File: src/design/hs_pkg.sv
// Package: register map, fields, reset values and states of the homing sequencer
`default_nettype none
package hs_pkg;
	// ==========================================
	// Register byte offsets
	localparam logic [7:0] HS_OFF_CTRL = 8'h00;
	localparam logic [7:0] HS_OFF_METHOD = 8'h04;
	localparam logic [7:0] HS_OFF_STATUS = 8'h08;
	localparam logic [7:0] HS_OFF_IRQ_STAT = 8'h0C;
	localparam logic [7:0] HS_OFF_IRQ_MASK = 8'h10;
	// ==========================================
	// Field positions
	localparam int HS_CTRL_TDS = 0;
	localparam int HS_CTRL_REFLECT = 1;
	localparam int HS_CTRL_START = 4;
	localparam int HS_ST_TARGET = 10;
	localparam int HS_ST_ATTAINED = 12;
	localparam int HS_ST_ALARM = 13;
	localparam int HS_ST_BUSY = 14;
	localparam int HS_IRQ_ATTAINED = 0;
	localparam int HS_IRQ_ALARM = 1;
	// ==========================================
	// Reset values
	localparam logic [2:0] HS_CTRL_RST = 3'h0;
	localparam logic [7:0] HS_METHOD_RST = 8'h00;
	localparam logic [1:0] HS_IRQ_MASK_RST = 2'h0;
	// ==========================================
	// Sequencer states
	typedef enum logic [2:0] {
		HS_IDLE = 3'b000,
		HS_BACKOFF = 3'b001,
		HS_SEARCH = 3'b010,
		HS_REVERSE = 3'b011,
		HS_CREEP = 3'b100,
		HS_STOP = 3'b101,
		HS_DONE = 3'b110,
		HS_FAULT = 3'b111
	} hs_state_t;
	// Decoded homing method
	typedef struct packed {
		logic valid;
		logic curpos;
		logic index;
		logic limit;
		logic dog;
		logic zpulse;
		logic rev_ok;
		logic fwd;
	} hs_minfo_t;
endpackage
`default_nettype wire

File: src/design/hs_sequencer.sv
// Homing sequencer with APB register file and interrupt
// How it works
// - Methods 1/2, 17/18, 33/34 and -1/-33 each run as the partner with the search direction turned round.
// - Index-only homing stops the motor and raises the alarm when a stroke end is met.
// - Current-position homing is taken and finished even with the servo off.
// - The travel direction selection at 1 reverses the search direction, at 0 keeps it.
// - The travel direction selection acts on homing only while polarity reflect is 1.
// - Dog homing started on the dog first backs off the dog, then homes normally.
// - Reversal at a stroke end is caused only by the stroke end inputs, no soft limit.
// - Index-only homing moves at creep speed from the start and takes the first index.
// - Methods 17 to 30 move like 1 to 14 but home on the dog or stroke end edge.
// - Current-position homing takes the present position as home without motion.
//
// Local design decisions: the APB register port and the register offsets.
`default_nettype none
module hs_sequencer
	import hs_pkg::*;
(
	input wire logic pclk,
	input wire logic presetn,
	input wire logic psel,
	input wire logic penable,
	input wire logic pwrite,
	input wire logic [7:0] paddr,
	input wire logic [31:0] pwdata,
	output logic [31:0] prdata,
	output logic pready,
	output logic pslverr,
	input wire logic index_pulse_in,
	input wire logic prox_dog_in,
	input wire logic fwd_stroke_end_in,
	input wire logic rev_stroke_end_in,
	input wire logic servo_on,
	input wire logic motor_stopped,
	output logic motor_run,
	output logic motor_fwd,
	output logic motor_creep,
	output logic home_latch,
	output logic homing_attained,
	output logic target_reached,
	output logic homing_incomplete_alarm,
	output logic homing_busy,
	output logic irq
);

	// ==========================================
	// Method decode
	function automatic hs_minfo_t hs_decode(input logic signed [7:0] m);
		hs_minfo_t r;
		logic signed [7:0] b;
		r = '0;
		b = (m >= 8'sd17 && m <= 8'sd30) ? m - 8'sd16 : m;
		r.zpulse = !(m >= 8'sd17 && m <= 8'sd30);
		if (b == 8'sd1 || b == 8'sd2) begin
			r.valid = 1'b1;
			r.limit = 1'b1;
			r.fwd = (b == 8'sd2);
		end else if (b >= 8'sd3 && b <= 8'sd14) begin
			r.valid = 1'b1;
			r.dog = 1'b1;
			r.rev_ok = (b >= 8'sd7);
			r.fwd = (b <= 8'sd4) || (b >= 8'sd7 && b <= 8'sd10);
		end else if (m == 8'sd33 || m == 8'sd34) begin
			r.valid = 1'b1;
			r.index = 1'b1;
			r.fwd = (m == 8'sd34);
		end else if (m == 8'sd35 || m == 8'sd37) begin
			r.valid = 1'b1;
			r.curpos = 1'b1;
		end else if (m == -8'sd1 || m == -8'sd33) begin
			r.valid = 1'b1;
			r.dog = 1'b1;
			r.zpulse = 1'b1;
			r.rev_ok = 1'b1;
			r.fwd = (m == -8'sd1);
		end
		if (b == 8'sd1 || b == 8'sd2) begin
			r.zpulse = !(m >= 8'sd17 && m <= 8'sd30);
		end
		return r;
	endfunction

	// ==========================================
	// Pin synchronisers
	logic [3:0] pin_s1_r;
	logic [3:0] pin_s2_r;
	logic index_d_r;
	logic index_s;
	logic dog_s;
	logic fend_s;
	logic rend_s;
	logic index_rise;

	// Two flops per pin
	always_ff @(posedge pclk or negedge presetn) begin
		if (!presetn) begin
			pin_s1_r <= 4'h0;
			pin_s2_r <= 4'h0;
			index_d_r <= 1'b0;
		end else begin
			pin_s1_r <= {rev_stroke_end_in, fwd_stroke_end_in, prox_dog_in, index_pulse_in};
			pin_s2_r <= pin_s1_r;
			index_d_r <= pin_s2_r[0];
		end
	end

	assign index_s = pin_s2_r[0];
	assign dog_s = pin_s2_r[1];
	assign fend_s = pin_s2_r[2];
	assign rend_s = pin_s2_r[3];
	assign index_rise = index_s && !index_d_r;

	// ==========================================
	// Register file
	logic [2:0] ctrl_r;
	logic [7:0] method_r;
	logic [1:0] irq_stat_r;
	logic [1:0] irq_mask_r;
	logic start_d_r;
	logic wr_en;
	logic rd_en;
	logic addr_ok;
	logic start_rise;
	logic start_bit;
	logic attained_ev;
	logic alarm_ev;

	assign wr_en = psel && penable && pwrite;
	assign rd_en = psel && penable && !pwrite;
	assign addr_ok = (paddr == HS_OFF_CTRL) || (paddr == HS_OFF_METHOD) ||
		(paddr == HS_OFF_STATUS) || (paddr == HS_OFF_IRQ_STAT) || (paddr == HS_OFF_IRQ_MASK);
	assign pready = 1'b1;
	assign pslverr = psel && penable && !addr_ok;
	assign start_bit = ctrl_r[2];

	// Control, method and mask writes
	always_ff @(posedge pclk or negedge presetn) begin
		if (!presetn) begin
			ctrl_r <= HS_CTRL_RST;
			method_r <= HS_METHOD_RST;
			irq_mask_r <= HS_IRQ_MASK_RST;
		end else if (wr_en) begin
			if (paddr == HS_OFF_CTRL) begin
				ctrl_r <= {pwdata[HS_CTRL_START], pwdata[HS_CTRL_REFLECT], pwdata[HS_CTRL_TDS]};
			end
			if (paddr == HS_OFF_METHOD) begin
				method_r <= pwdata[7:0];
			end
			if (paddr == HS_OFF_IRQ_MASK) begin
				irq_mask_r <= pwdata[1:0];
			end
		end
	end

	// Start edge detect
	always_ff @(posedge pclk or negedge presetn) begin
		if (!presetn) begin
			start_d_r <= 1'b0;
		end else begin
			start_d_r <= start_bit;
		end
	end
	assign start_rise = start_bit && !start_d_r;

	// Sticky events, set wins over write-one clear
	always_ff @(posedge pclk or negedge presetn) begin
		if (!presetn) begin
			irq_stat_r <= 2'h0;
		end else begin
			irq_stat_r <= (irq_stat_r & ~((wr_en && paddr == HS_OFF_IRQ_STAT) ?
				pwdata[1:0] : 2'h0)) | {alarm_ev, attained_ev};
		end
	end

	// Level interrupt
	always_ff @(posedge pclk or negedge presetn) begin
		if (!presetn) begin
			irq <= 1'b0;
		end else begin
			irq <= |(irq_stat_r & irq_mask_r);
		end
	end

	// ==========================================
	// Sequencer
	hs_state_t state_r;
	hs_state_t state_nxt;
	hs_minfo_t info_r;
	hs_minfo_t info_now;
	logic dir_r;
	logic dir_nxt;
	logic start_dir;
	logic end_ahead;
	logic end_behind;

	assign info_now = hs_decode(method_r);
	// Selection applied only when reflection is on
	assign start_dir = info_now.fwd ^ (ctrl_r[0] && ctrl_r[1]);
	// Stroke end inputs only, soft limits play no part
	assign end_ahead = dir_r ? fend_s : rend_s;
	assign end_behind = dir_r ? rend_s : fend_s;

	// Next state and direction
	always_comb begin
		state_nxt = state_r;
		dir_nxt = dir_r;
		unique case (state_r)
			HS_IDLE, HS_DONE, HS_FAULT: begin
				if (start_rise) begin
					dir_nxt = start_dir;
					if (!info_now.valid) begin
						state_nxt = HS_FAULT;
					end else if (info_now.curpos) begin
						state_nxt = HS_DONE;
					end else if (!servo_on) begin
						state_nxt = HS_FAULT;
					end else if (info_now.index) begin
						state_nxt = HS_CREEP;
					end else if (info_now.dog && dog_s) begin
						state_nxt = HS_BACKOFF;
					end else begin
						state_nxt = HS_SEARCH;
					end
				end
			end
			HS_BACKOFF: begin
				if (!dog_s) begin
					state_nxt = HS_SEARCH;
				end else if (end_behind) begin
					state_nxt = HS_FAULT;
				end
			end
			HS_SEARCH: begin
				if (info_r.dog && dog_s) begin
					state_nxt = info_r.zpulse ? HS_CREEP : HS_STOP;
				end else if (end_ahead) begin
					if (info_r.limit) begin
						state_nxt = info_r.zpulse ? HS_CREEP : HS_STOP;
						dir_nxt = info_r.zpulse ? !dir_r : dir_r;
					end else if (info_r.rev_ok) begin
						state_nxt = HS_REVERSE;
						dir_nxt = !dir_r;
					end else begin
						state_nxt = HS_FAULT;
					end
				end
			end
			HS_REVERSE: begin
				if (!dog_s && end_ahead) begin
					state_nxt = HS_FAULT;
				end else if (dog_s) begin
					state_nxt = HS_BACKOFF;
					dir_nxt = !dir_r;
				end
			end
			HS_CREEP: begin
				if (index_rise) begin
					state_nxt = HS_STOP;
				end else if (end_ahead) begin
					state_nxt = HS_FAULT;
				end
			end
			HS_STOP: begin
				if (motor_stopped) begin
					state_nxt = HS_DONE;
				end
			end
		endcase
		if (!start_bit && state_r != HS_IDLE && state_r != HS_DONE && state_r != HS_FAULT) begin
			state_nxt = HS_IDLE;
		end
	end

	// State, direction and method latch
	always_ff @(posedge pclk or negedge presetn) begin
		if (!presetn) begin
			state_r <= HS_IDLE;
			dir_r <= 1'b0;
			info_r <= '0;
		end else begin
			state_r <= state_nxt;
			dir_r <= dir_nxt;
			if (start_rise) begin
				info_r <= info_now;
			end
		end
	end

	assign attained_ev = (state_nxt == HS_DONE) && (state_r != HS_DONE || start_rise);
	assign alarm_ev = (state_nxt == HS_FAULT) && (state_r != HS_FAULT || start_rise);

	// Motor command and status outputs
	always_ff @(posedge pclk or negedge presetn) begin
		if (!presetn) begin
			motor_run <= 1'b0;
			motor_fwd <= 1'b0;
			motor_creep <= 1'b0;
			home_latch <= 1'b0;
			homing_attained <= 1'b0;
			target_reached <= 1'b0;
			homing_incomplete_alarm <= 1'b0;
			homing_busy <= 1'b0;
		end else begin
			motor_run <= (state_nxt == HS_BACKOFF) || (state_nxt == HS_SEARCH) ||
				(state_nxt == HS_REVERSE) || (state_nxt == HS_CREEP);
			// Back-off runs opposite to the homing direction
			motor_fwd <= (state_nxt == HS_BACKOFF) ? !dir_nxt : dir_nxt;
			motor_creep <= (state_nxt == HS_CREEP) || (state_nxt == HS_BACKOFF);
			// Home taken at the transition into stop, or at once for current position
			home_latch <= ((state_nxt == HS_STOP) && (state_r != HS_STOP)) ||
				(attained_ev && state_r != HS_STOP);
			homing_attained <= (state_nxt == HS_DONE);
			target_reached <= (state_nxt == HS_DONE) || (state_nxt == HS_FAULT) ||
				(state_nxt == HS_IDLE);
			homing_incomplete_alarm <= (state_nxt == HS_FAULT);
			homing_busy <= (state_nxt != HS_IDLE) && (state_nxt != HS_DONE) &&
				(state_nxt != HS_FAULT);
		end
	end

	// ==========================================
	// Read mux
	always_comb begin
		prdata = 32'h0000_0000;
		if (rd_en) begin
			unique case (paddr)
				HS_OFF_CTRL: begin
					prdata[HS_CTRL_TDS] = ctrl_r[0];
					prdata[HS_CTRL_REFLECT] = ctrl_r[1];
					prdata[HS_CTRL_START] = ctrl_r[2];
				end
				HS_OFF_METHOD: prdata[7:0] = method_r;
				HS_OFF_STATUS: begin
					prdata[2:0] = state_r;
					prdata[HS_ST_TARGET] = target_reached;
					prdata[HS_ST_ATTAINED] = homing_attained;
					prdata[HS_ST_ALARM] = homing_incomplete_alarm;
					prdata[HS_ST_BUSY] = homing_busy;
				end
				HS_OFF_IRQ_STAT: prdata[1:0] = irq_stat_r;
				HS_OFF_IRQ_MASK: prdata[1:0] = irq_mask_r;
				default: prdata = 32'h0000_0000;
			endcase
		end
	end

endmodule
`default_nettype wire

File: config.mk
export PLATFORM = sky130hd
export DESIGN_NAME = hs_sequencer
export DESIGN_NICKNAME = d
export VERILOG_FILES = /design/src/design/hs_pkg.sv /design/src/design/hs_sequencer.sv
export SDC_FILE = /design/constraint.sdc
export NUM_CORES = 1
export LEC_CHECK = 0
export BUFFER_PORTS_ARGS = -buffer_cell sky130_fd_sc_hd__buf_2
export CAP_MARGIN = 20
export CORE_ASPECT_RATIO = 0.75
export CORE_MARGIN = 10
export CORE_UTILIZATION = 50
export CTS_BUF_LIST = sky130_fd_sc_hd__clkbuf_4 sky130_fd_sc_hd__clkbuf_8 sky130_fd_sc_hd__clkbuf_16
export DETAILED_ROUTE_END_ITERATION = 10
export GPL_ROUTABILITY_DRIVEN = 1
export GPL_TIMING_DRIVEN = 1
export PLACE_DENSITY = 0.8
export SLEW_MARGIN = 30
export SYNTH_ARGS = -nofsm -noshare
export SYNTH_HDL_FRONTEND = slang
export SYNTH_SLANG_ARGS = --single-unit
File: constraint.sdc
create_clock -name pclk -period 3.49 [get_ports pclk]
set_input_delay 0.5235 -clock pclk [delete_from_list [all_inputs] [get_ports pclk]]
set_output_delay 0.5235 -clock pclk [all_outputs]
set_load 0.02 [all_outputs]
; Word level (Yosys, flattened, before mapping)
; Cells that the tools add are included.
[op_classes]
n_addsub = 1
magnitude_cmp = 7
n_eq_ne = 31
mux = 63
n_bitwise = 5
n_reduce_logical = 60
[ops]
columns = cell, count
row1 = two-way mux 3 bit, 21
row2 = == test 8 x 7 -> 1 bit (second input constant), 5
row3 = two-way mux 1 bit, 28
row4 = == test 3 bit (second input constant), 8
row5 = logical AND 1 bit, 23
row6 = logical OR 1 bit, 18
row7 = case mux 3 bit (6 select lines), 1
row8 = == test 8 x 3 -> 1 bit (second input constant), 2
row9 = == test 8 x 4 -> 1 bit (second input constant), 2
row10 = <= comparator 8 x 5 -> 1 bit (second input constant), 2
row11 = two-way mux 15 bit, 1
row12 = inequality test 3 bit (second input constant), 5
row13 = == test 3 x 2 -> 1 bit (second input constant), 4
row14 = two-way mux 2 bit, 5
row15 = case mux 2 bit (5 select lines), 1
row16 = logical NOT 1 bit, 9
row17 = == test 8 x 1 -> 1 bit (second input constant), 1
row18 = == test 8 x 2 -> 1 bit (second input constant), 1
row19 = == test 8 x 5 -> 1 bit (second input constant), 1
row20 = >= comparator 8 x 3 -> 1 bit (second input constant), 1
row21 = >= comparator 8 x 4 -> 1 bit (second input constant), 1
row22 = >= comparator 8 x 6 -> 1 bit (second input constant), 1
row23 = <= comparator 8 x 4 -> 1 bit (second input constant), 1
row24 = <= comparator 8 x 6 -> 1 bit (second input constant), 1
row25 = 16 further kinds, 24
[totals]
regBits = 42
input_bits = 51
out_inout_bits = 43

; Logic depth before layout (Yosys ltp)
; Gate-level depths: netlist of the first run.
[logic_depth]
ltp_word = 21
depth_mapped = 11

; Worst setup path after synthesis of the first run
; Ideal clock, no wire load.
[synth_path]
kind = register to register
startpoint = register method_r[4]
endpoint = register irq_stat_r[1]
setup_ns = 0.065
arrival_ns = 2.750
setup_slack_ns = 0.674
path_stages_with_launch = 11
synth_period_minus_slack_ns = 2.816
path_cell_list = dfrtp_1 > buf_2 > inv_1 > ha_1 > or3b_2 > a2111oi_0 > a21oi_1 > a211o_2 > a211o_1 > nor2_1 > a22o_1
[synth_via]
elab_chain_cells = 19
elab_cells_between_ends = 47
[synth_lines]
columns = element, line
row1 = from (decl), hs_sequencer.sv:116  ; logic [7:0] method_r;
row2 = from (signal assigned), hs_sequencer.sv:147  ; method_r <= pwdata[7:0];
row3 = ">= comparator 8 x 6 -> 1 bit, or another cell as far along", hs_sequencer.sv:52  ; b = (m >= 8'sd17 && m <= 8'sd30) ? m - 8'sd16 : m;
row4 = logical AND 1 bit / logical OR 1 bit (equally long branches), "hs_sequencer.sv:52, hs_sequencer.sv:70"
row5 = two-way mux 8 bit / two-way mux 4 bit (equally long branches), "hs_sequencer.sv:52, hs_sequencer.sv:70"
row6 = ">= comparator 8 x 3 -> 1 bit, or another cell as far along", hs_sequencer.sv:58  ; end else if (b >= 8'sd3 && b <= 8'sd14) begin
row7 = logical AND 1 bit / two-way mux 3 bit (equally long branches), "hs_sequencer.sv:58, hs_sequencer.sv:63"
row8 = two-way mux 1 bit, hs_sequencer.sv:58
row9 = two-way mux 3 bit, hs_sequencer.sv:54  ; if (b == 8'sd1 || b == 8'sd2) begin
row10 = logical AND 1 bit, hs_sequencer.sv:219  ; end else if (info_now.dog && dog_s) begin
row11 = [3 not listed], -
row12 = two-way mux 3 bit, hs_sequencer.sv:213  ; end else if (info_now.curpos) begin
row13 = two-way mux 3 bit (*), hs_sequencer.sv:211  ; if (!info_now.valid) begin
row14 = two-way mux 3 bit (*), hs_sequencer.sv:209  ; if (start_rise) begin
row15 = case mux 3 bit (6 select lines) (*), hs_sequencer.sv:207  ; unique case (state_r)
row16 = two-way mux 3 bit (*), hs_sequencer.sv:269  ; if (!start_bit && state_r != HS_IDLE && state_r != HS_DONE && state_r != HS_FAULT) begin
row17 = == test 3 bit (*), hs_sequencer.sv:290  ; assign alarm_ev = (state_nxt == HS_FAULT) && (state_r != HS_FAULT || start_rise);
row18 = logical AND 1 bit (*), hs_sequencer.sv:290
row19 = OR 2 bit (*), hs_sequencer.sv:171  ; pwdata[1:0] : 2'h0)) | {alarm_ev, attained_ev};
row20 = to (signal assigned), hs_sequencer.sv:170  ; irq_stat_r <= (irq_stat_r & ~((wr_en && paddr == HS_OFF_IRQ_STAT) ?
row21 = to (decl), hs_sequencer.sv:117  ; logic [1:0] irq_stat_r;
; Mark *: on every way between the ends. The rest lies on a longest branch, timed or not.
; A chain may end at the register's enable or synchronous reset.

; Final worst setup path of the first run
[layout_path]
startpoint = register method_r[5]
endpoint = register irq_stat_r[1]
; The elaborated chain is that of the path after synthesis.

==> results by group, run 1 <==
Clocking
  • Post-CTS Resized: 0
  • Setup bufs post-CTS: 0
  • Max clock buf depth: 2
  • Clk pin slew, worst setup/hold paths: around 0.080 ns
  • Worst skew pair latency: 0.30 ns
  • Number of H-tree levels: 2
  • CTS Hold Bufs: 0
  • CTS buffer count: 5
  • Root buffer selected by CTS: clkbuf_8
  • # clock sinks: between 40 and 50
  • CTS tree: built

Die
  • Row Count: 23
  • Core Region: 5300 sq um
  • Io pins: 94
  • Chip Width: around 110 microns
  • Die H: 83.8 microns
  • Die area: 8810 sq um
  • Initial cell density of the core: 51.3%

Layout
  • Cell area after layout: 3070 sq um
  • Area growth, synth to finish: 13.2%
  • Core Util, Final: 58.0%
  • Post-route insts no fill: 406
  • Layout cells sized above 1: 29.6%
  • Fill cells: around 450
  • Layout Nets: 385
  • Diode count: 0

Timing
  • Pins Over Slew Limit: 0
  • Rel. slew slack: around 48%
  • Hold violation count in the final report: 0
  • Min Clock Period, post-route: about 3.2 ns
  • RSZ-0062 raised after global routing: no
  • Final Hold Slack: 0.198 ns
  • Setup tns final: 0 ns
  • Period Utilization, post-route: 91.3%
  • Worst Max-Slew Pin Slew: around 0.76 ns
  • Setup Skew: roughly 0.0041 ns
  • Max Freq: about 310 MHz
  • Final setup viols: 0

Placed design
  • DPL Wire Length: approximately 5.1 mm
  • Placed Cells: 398
  • Port bufs: 48
  • Final GP Congestion: between 0.8 and 0.9
  • Dpl cell area: 2950 sq um

Logic synthesis
  • Post-synth top area cell: dfrtp_1
  • Top cell type's share of synthesized area: 38.7%
  • Synth top area cells: dfrtp_1 (39%), mux2_2 (7.9%), buf_4 (5.8%), nand2_1 (3.3%), and3_1 (2.8%)
  • Register area share after synthesis: 38.7%
  • Synth cell types: 60
  • Number of synthesized flops with an enable pin: 0
  • Async SR Flop Fraction: between 90% and 100%
  • Cells after synthesis: 285
  • Synthesized area per cell: between 9 and 10 sq um
  • Seq cells post-synth: 42
  • Top FF cell, synth: dfrtp_1
  • Synth Cell Area: approximately 2700 sq um
  • Ys Warns: 0

Global route
  • First-pass GRT wire length: around 12 mm
  • Initial antenna violation count: 0
  • GRT Overall Usage: 15.9%
  • Maximum number of pins on one net before global-route repair: 43
  • Remaining Overflow, GRT: 0
  • Vias in the first global route: roughly 2,400

Detailed routing
  • DR vias/cell: 5.70
  • Routed via count: 2,315
  • Antenna-violating nets left: 0
  • Post-Route WL: 6.95 mm
  • Initial DRC Count: 286
  • Wirelength per Cell: 17.1 microns
  • Pre-Repair DR Iteration Count: 6
  • Drt drc: 0

Critical path
  • CP endpoint kind: flip-flop
  • Crit start category: flip-flop
  • Delay of the slowest cell on the worst path: between 0.6 and 0.7 ns
  • WP data required: roughly 3.7 ns
  • R2r worst-path depth: 8
  • Crit Path Max Fanout: 9
  • Worst path cell trace: ha_1, or3b_2, a2111oi_0, a21oi_1, a211o_2, a211o_1, nor2_1, a22o_1
  • Critical path's slowest cell: a2111oi_0
  • WP data arrival: about 3.4 ns
  • Kind of critical path: reg2reg

Power
  • Internal: 0.000819 W
  • Power density over cell area: 366 nW/um^2
  • Combinational share of power: between 10% and 20%
  • Sw Share: a little over a quarter
  • Clock share of power: between 30 and 40%
  • VDD IR max: 0.297 mV
  • Seq pwr share: about half
  • Switching power: 0.000304 W
  • Static Leak: between 1 and 1.5 nW

Worst hold path
  • Type of the worst min-delay path: in2async

Run status
  • Status: finished, final reports clean

Job
  • Max Cap Viol: 0
-- worst max-delay path: cells and delay by family (launching register included) --
family	cells	cell delay, ns
AOI/OAI and AO/OA	5	1.76
and+or+nand+nor	2	0.67
DFF	1	0.50
adders and majority gates	1	0.19
-- Yosys cell counts (2+ instances only) --
cell type   n
o21ai_0    11
a211oi_1    3
nand3_1     4
nor3_1     11
nand4_1     4
or3b_2      2
nand2_1    24
nand2b_1    4
conb_1      2
o31ai_1     2
mux2i_1     2
a21oi_1    12
inv_1      10
a31oi_1     3
a22o_1      3
a21boi_0    2
and3_1     12
nor2_1     19
a32oi_1     2
clkbuf_1   12
buf_4      21
a22oi_1     4
dfrtp_1    42
xor2_1      3
mux2_2     19
nor2b_1     6
xnor2_1     2
or3_1       4
nor4_4      2
ha_1        4
a2111oi_0   2
o22ai_1     4
-- cells in the final DEF, fill, tap and decap left out, drive strengths merged, types with 11 or more instances in the layout --
master / n
buf: 53
dfrtp: 42
nand2: 25
conb: 21
nor2: 19
mux2: 19
a21oi: 13
and3: 12
nor3: 11
o21ai: 11
-- stage by stage --
stage          total power (W)  worst slack [ns]
2_1_floorplan         0.000688             0.674
3_3_place_gp          0.000723             0.466
3_5_place_dp          0.000731             0.476
4_1_cts                0.00113             0.342
5_1_grt                0.00118             0.192
6_report               0.00112             0.305
-- registers in the layout (all words and copies together) (netlist names), 2 cells and up --
signal and cells:
pin_s1_r 4, ctrl_r 3, irq_mask_r 2, info_r 4, pin_s2_r 4, state_r 3
irq_stat_r 2, method_r 8
-- logic make-up (layout without fill, tap and decap cells) --
| family | after synthesis | after routing | synth area share [%] |
|---|---|---|---|
| adders and majority gates | 4 | 4 | 1.84 |
| muxes | 21 | 21 | 8.62 |
| DFF | 42 | 42 | 38.7 |
| buffers and inverters | 44 | 71 | 9.04 |
| and+or+nand+nor | 106 | 106 | 22.2 |
| AOI/OAI and AO/OA | 61 | 61 | 17.7 |
| other | 2 | 21 | 0.277 |
| xor gates and xnor gates | 5 | 5 | 1.61 |
-- final cells by class --
cell class                 instances  area, sq um  area share (%)
clock inverter                     1         30.0           0.978
multi-input combinational        218         1500            48.7
inverter                          10         37.5            1.22
timing repair buffer              53          280            9.12
tap                               75         93.8            3.05
clock buffer                       7         83.8            2.73
sequential                        42         1050            34.2
-- power by group through the flow --
stage | logic, W | registers (W) | clock network [W]
2_1_floorplan | 0.000131 | 0.000557 | 0
3_3_place_gp | 0.000163 | 0.000560 | 0
3_5_place_dp | 0.000169 | 0.000562 | 0
4_1_cts | 0.000171 | 0.000552 | 0.000404
5_1_grt | 0.000191 | 0.000559 | 0.000428
6_report | 0.000172 | 0.000552 | 0.000399
-- final timing paths --
kind | start | endpoint | slack, ns
max in group asynchronous | presetn | pin_s1_r[3] | 2.91
worst max-delay path | method_r[5] | irq_stat_r[1] | 0.30
min in group pclk | prox_dog_in | pin_s1_r[1] | 0.32
worst min register to register | pin_s1_r[2] | pin_s2_r[2] | 0.36
worst min-delay path | presetn | homing_busy | 0.20
worst max register to register | method_r[5] | irq_stat_r[1] | 0.30
-- metal layers --
metal  routed length, microns  track usage (%)  share of wire, %  vias to the layer above
li1                         -                -                 -                     1081
met4                      128             4.85               1.8                        0
met5                        0                0                 0                        -
met1                     2930             19.9                42                     1114
met3                      551             5.02               7.9                       15
met2                     3340             25.6                48                      105
Power figures use the tool's default switching activity.
==> run 2, diff against run 1 <==
- REMOVE_ABC_BUFFERS: not set -> 1
==> results by group, run 2 (synthesized netlist as in run 1, its figures left out) <==
Run status
  • Status: finished, final reports clean

Placed design
  • Placed Cells: 398
  • DPL Wire Length: 4.87 mm
  • Port bufs: 48
  • Final GP Congestion: 0.885

Critical path
  • Kind of critical path: reg2reg
  • CP top delay family: compound AO/OA/AOI/OAI gates
  • Buf/Inv on CP: 0
  • Crit. Startpoint: method_r[5]
  • CP endpoint kind: flip-flop
  • Worst path cell trace: ha_1, or3b_2, a2111oi_0, a21oi_1, a211o_2, a211o_1, nor2_1, a22o_1
  • Worst r2r dst: irq_stat_r[1]
  • Critical path's slowest cell: a2111oi_0
  • RR Startpoint: method_r[5]
  • R2r worst-path depth: 8
  • Delay of the slowest cell on the worst path: 0.64 ns
  • WP data required: roughly 3.7 ns
  • Crit Path Max Fanout: 9
  • WP data arrival: 3.35 ns
  • Worst R2R Setup Slack: 0.39 ns
  • Crit start category: flip-flop

Detailed routing
  • Post-Route WL: approximately 6.4 mm
  • Pre-Repair DR Iteration Count: 4
  • Antenna-violating nets left: 0
  • Routed via count: 2,272
  • DR vias/cell: about 5.6
  • Wirelength per Cell: 15.8 microns
  • Initial DRC Count: 221
  • Drt drc: 0

Timing
  • Rel. slew slack: 51.4%
  • Final setup viols: 0
  • Setup Skew: 0.00731 ns
  • Min Clock Period, post-route: a little over 3 ns
  • Pins Over Slew Limit: 0
  • Period Utilization, post-route: between 80% and 90%
  • Worst Max-Slew Pin Slew: 0.710 ns
  • Setup tns final: 0 ns
  • Max Freq: approximately 320 MHz
  • Hold violation count in the final report: 0
  • RSZ-0062 raised after global routing: no

Layout
  • Most frequent cells in the layout: buf_2 (47), dfrtp_1 (42), nand2_1 (24)
  • Max reg flops: 8
  • Area growth, synth to finish: 12.9%
  • Commonest non-fill, non-tap cell in the layout: buf_2
  • Most flops, register: method_r
  • Layout Nets: 385
  • Layout cells sized above 1: between 20 and 30%
  • Diode count: 0
  • Post-route insts no fill: slightly above 400
  • Fill cells: 464

Clocking
  • CTS buffer count: 5
  • CTS tree: built
  • CTS Hold Bufs: 0
  • Setup bufs post-CTS: 0
  • # clock sinks: 42
  • Number of H-tree levels: 2
  • Post-CTS Resized: 0
  • Clk pin slew, worst setup/hold paths: 0.09 ns
  • Worst skew pair latency: roughly 0.3 ns
  • Max clock buf depth: 2
  • Root buffer selected by CTS: clkbuf_8

Global route
  • Maximum number of pins on one net before global-route repair: 43
  • First-pass GRT wire length: 10.8 mm
  • Remaining Overflow, GRT: 0
  • Vias in the first global route: 2,176
  • GRT Overall Usage: between 10 and 15%
  • Initial antenna violation count: 0

Power
  • VDD IR max: 0.261 mV
  • Static Leak: 1.50 nW
  • Power density over cell area: 364 nW/um^2

Die
  • Die H: 83.8 microns
  • Die area: 8810 sq um
  • Chip Width: 105 microns
  • Row Count: 23
  • Initial cell density of the core: between 50% and 60%
  • Io pins: 94
  • Core Region: 5300 sq um

Worst hold path
  • Type of the worst min-delay path: in2async

Job
  • Max Cap Viol: 0
## run 2: cell count changes in the layout (fill, tap and decap cells not counted), sizes merged
| cell | delta |
|---|---|
| clkinv | +1 |
| inv | +1 |
| clkbuf | -2 |
## run 2: layer usage
metal | part of all wire, % | vias up | global-route usage, %
met3 | 6.8 | 6 | 4.09
li1 | - | 1082 | -
met2 | 46 | 84 | 22.3
met4 | 1.1 | 0 | 4.10
met1 | 46 | 1100 | 19.5
met5 | 0 | - | 0
## run 2: metrics by stage
step	power, W	area, sq um	util (%)	setup WS [ns]	hold slack, ns
final	0.00111	3060	57.9	0.391	0.185
after global routing	0.00116	3060	57.9	0.204	0.226
after CTS	0.00112	3060	57.8	0.405	0.320
after detailed placement	0.000728	2950	55.7	0.452	0.335
after global placement	0.000723	2950	55.7	0.493	0.335
after floorplan	0.000668	2580	-	0.692	0.228
## run 2: worst max path at each step
stage	to	slack (ns)	depth (start not counted)
2_1_floorplan	irq_stat_r[1]	0.69	9
3_3_place_gp	irq_stat_r[1]	0.49	8
3_5_place_dp	irq_stat_r[1]	0.45	8
4_1_cts	irq_stat_r[1]	0.41	8
5_1_grt	irq_stat_r[1]	0.20	8
6_report	irq_stat_r[1]	0.39	8
## run 2: worst register-to-register path, delay by kind of cell, from the launching register on
kind,cells,cell delay [ns]
AO/OA/AOI/OAI,5,1.69
AND/OR/NAND/NOR,2,0.67
flip-flops,1,0.50
adder cells (fa/ha/maj),1,0.21
## run 2: area by class of cell
class,instances,area [sq um],share of cell area [%]
Clock buffer,5,68.8,2.25
Clock inverter,3,43.8,1.43
Inverter,10,37.5,1.22
Multi-Input combinational cell,218,1490,48.6
Sequential cell,42,1050,34.3
Tap cell,75,93.8,3.06
Timing Repair Buffer,53,280,9.15
## run 2: power breakdown
| part | switching [W] | internal, W |
|---|---|---|
| combinational | 0.000100 | 0.0000697 |
| sequential | 0.0000322 | 0.000519 |
| clock | 0.000179 | 0.000214 |
| total | 0.000311 | 0.000803 |
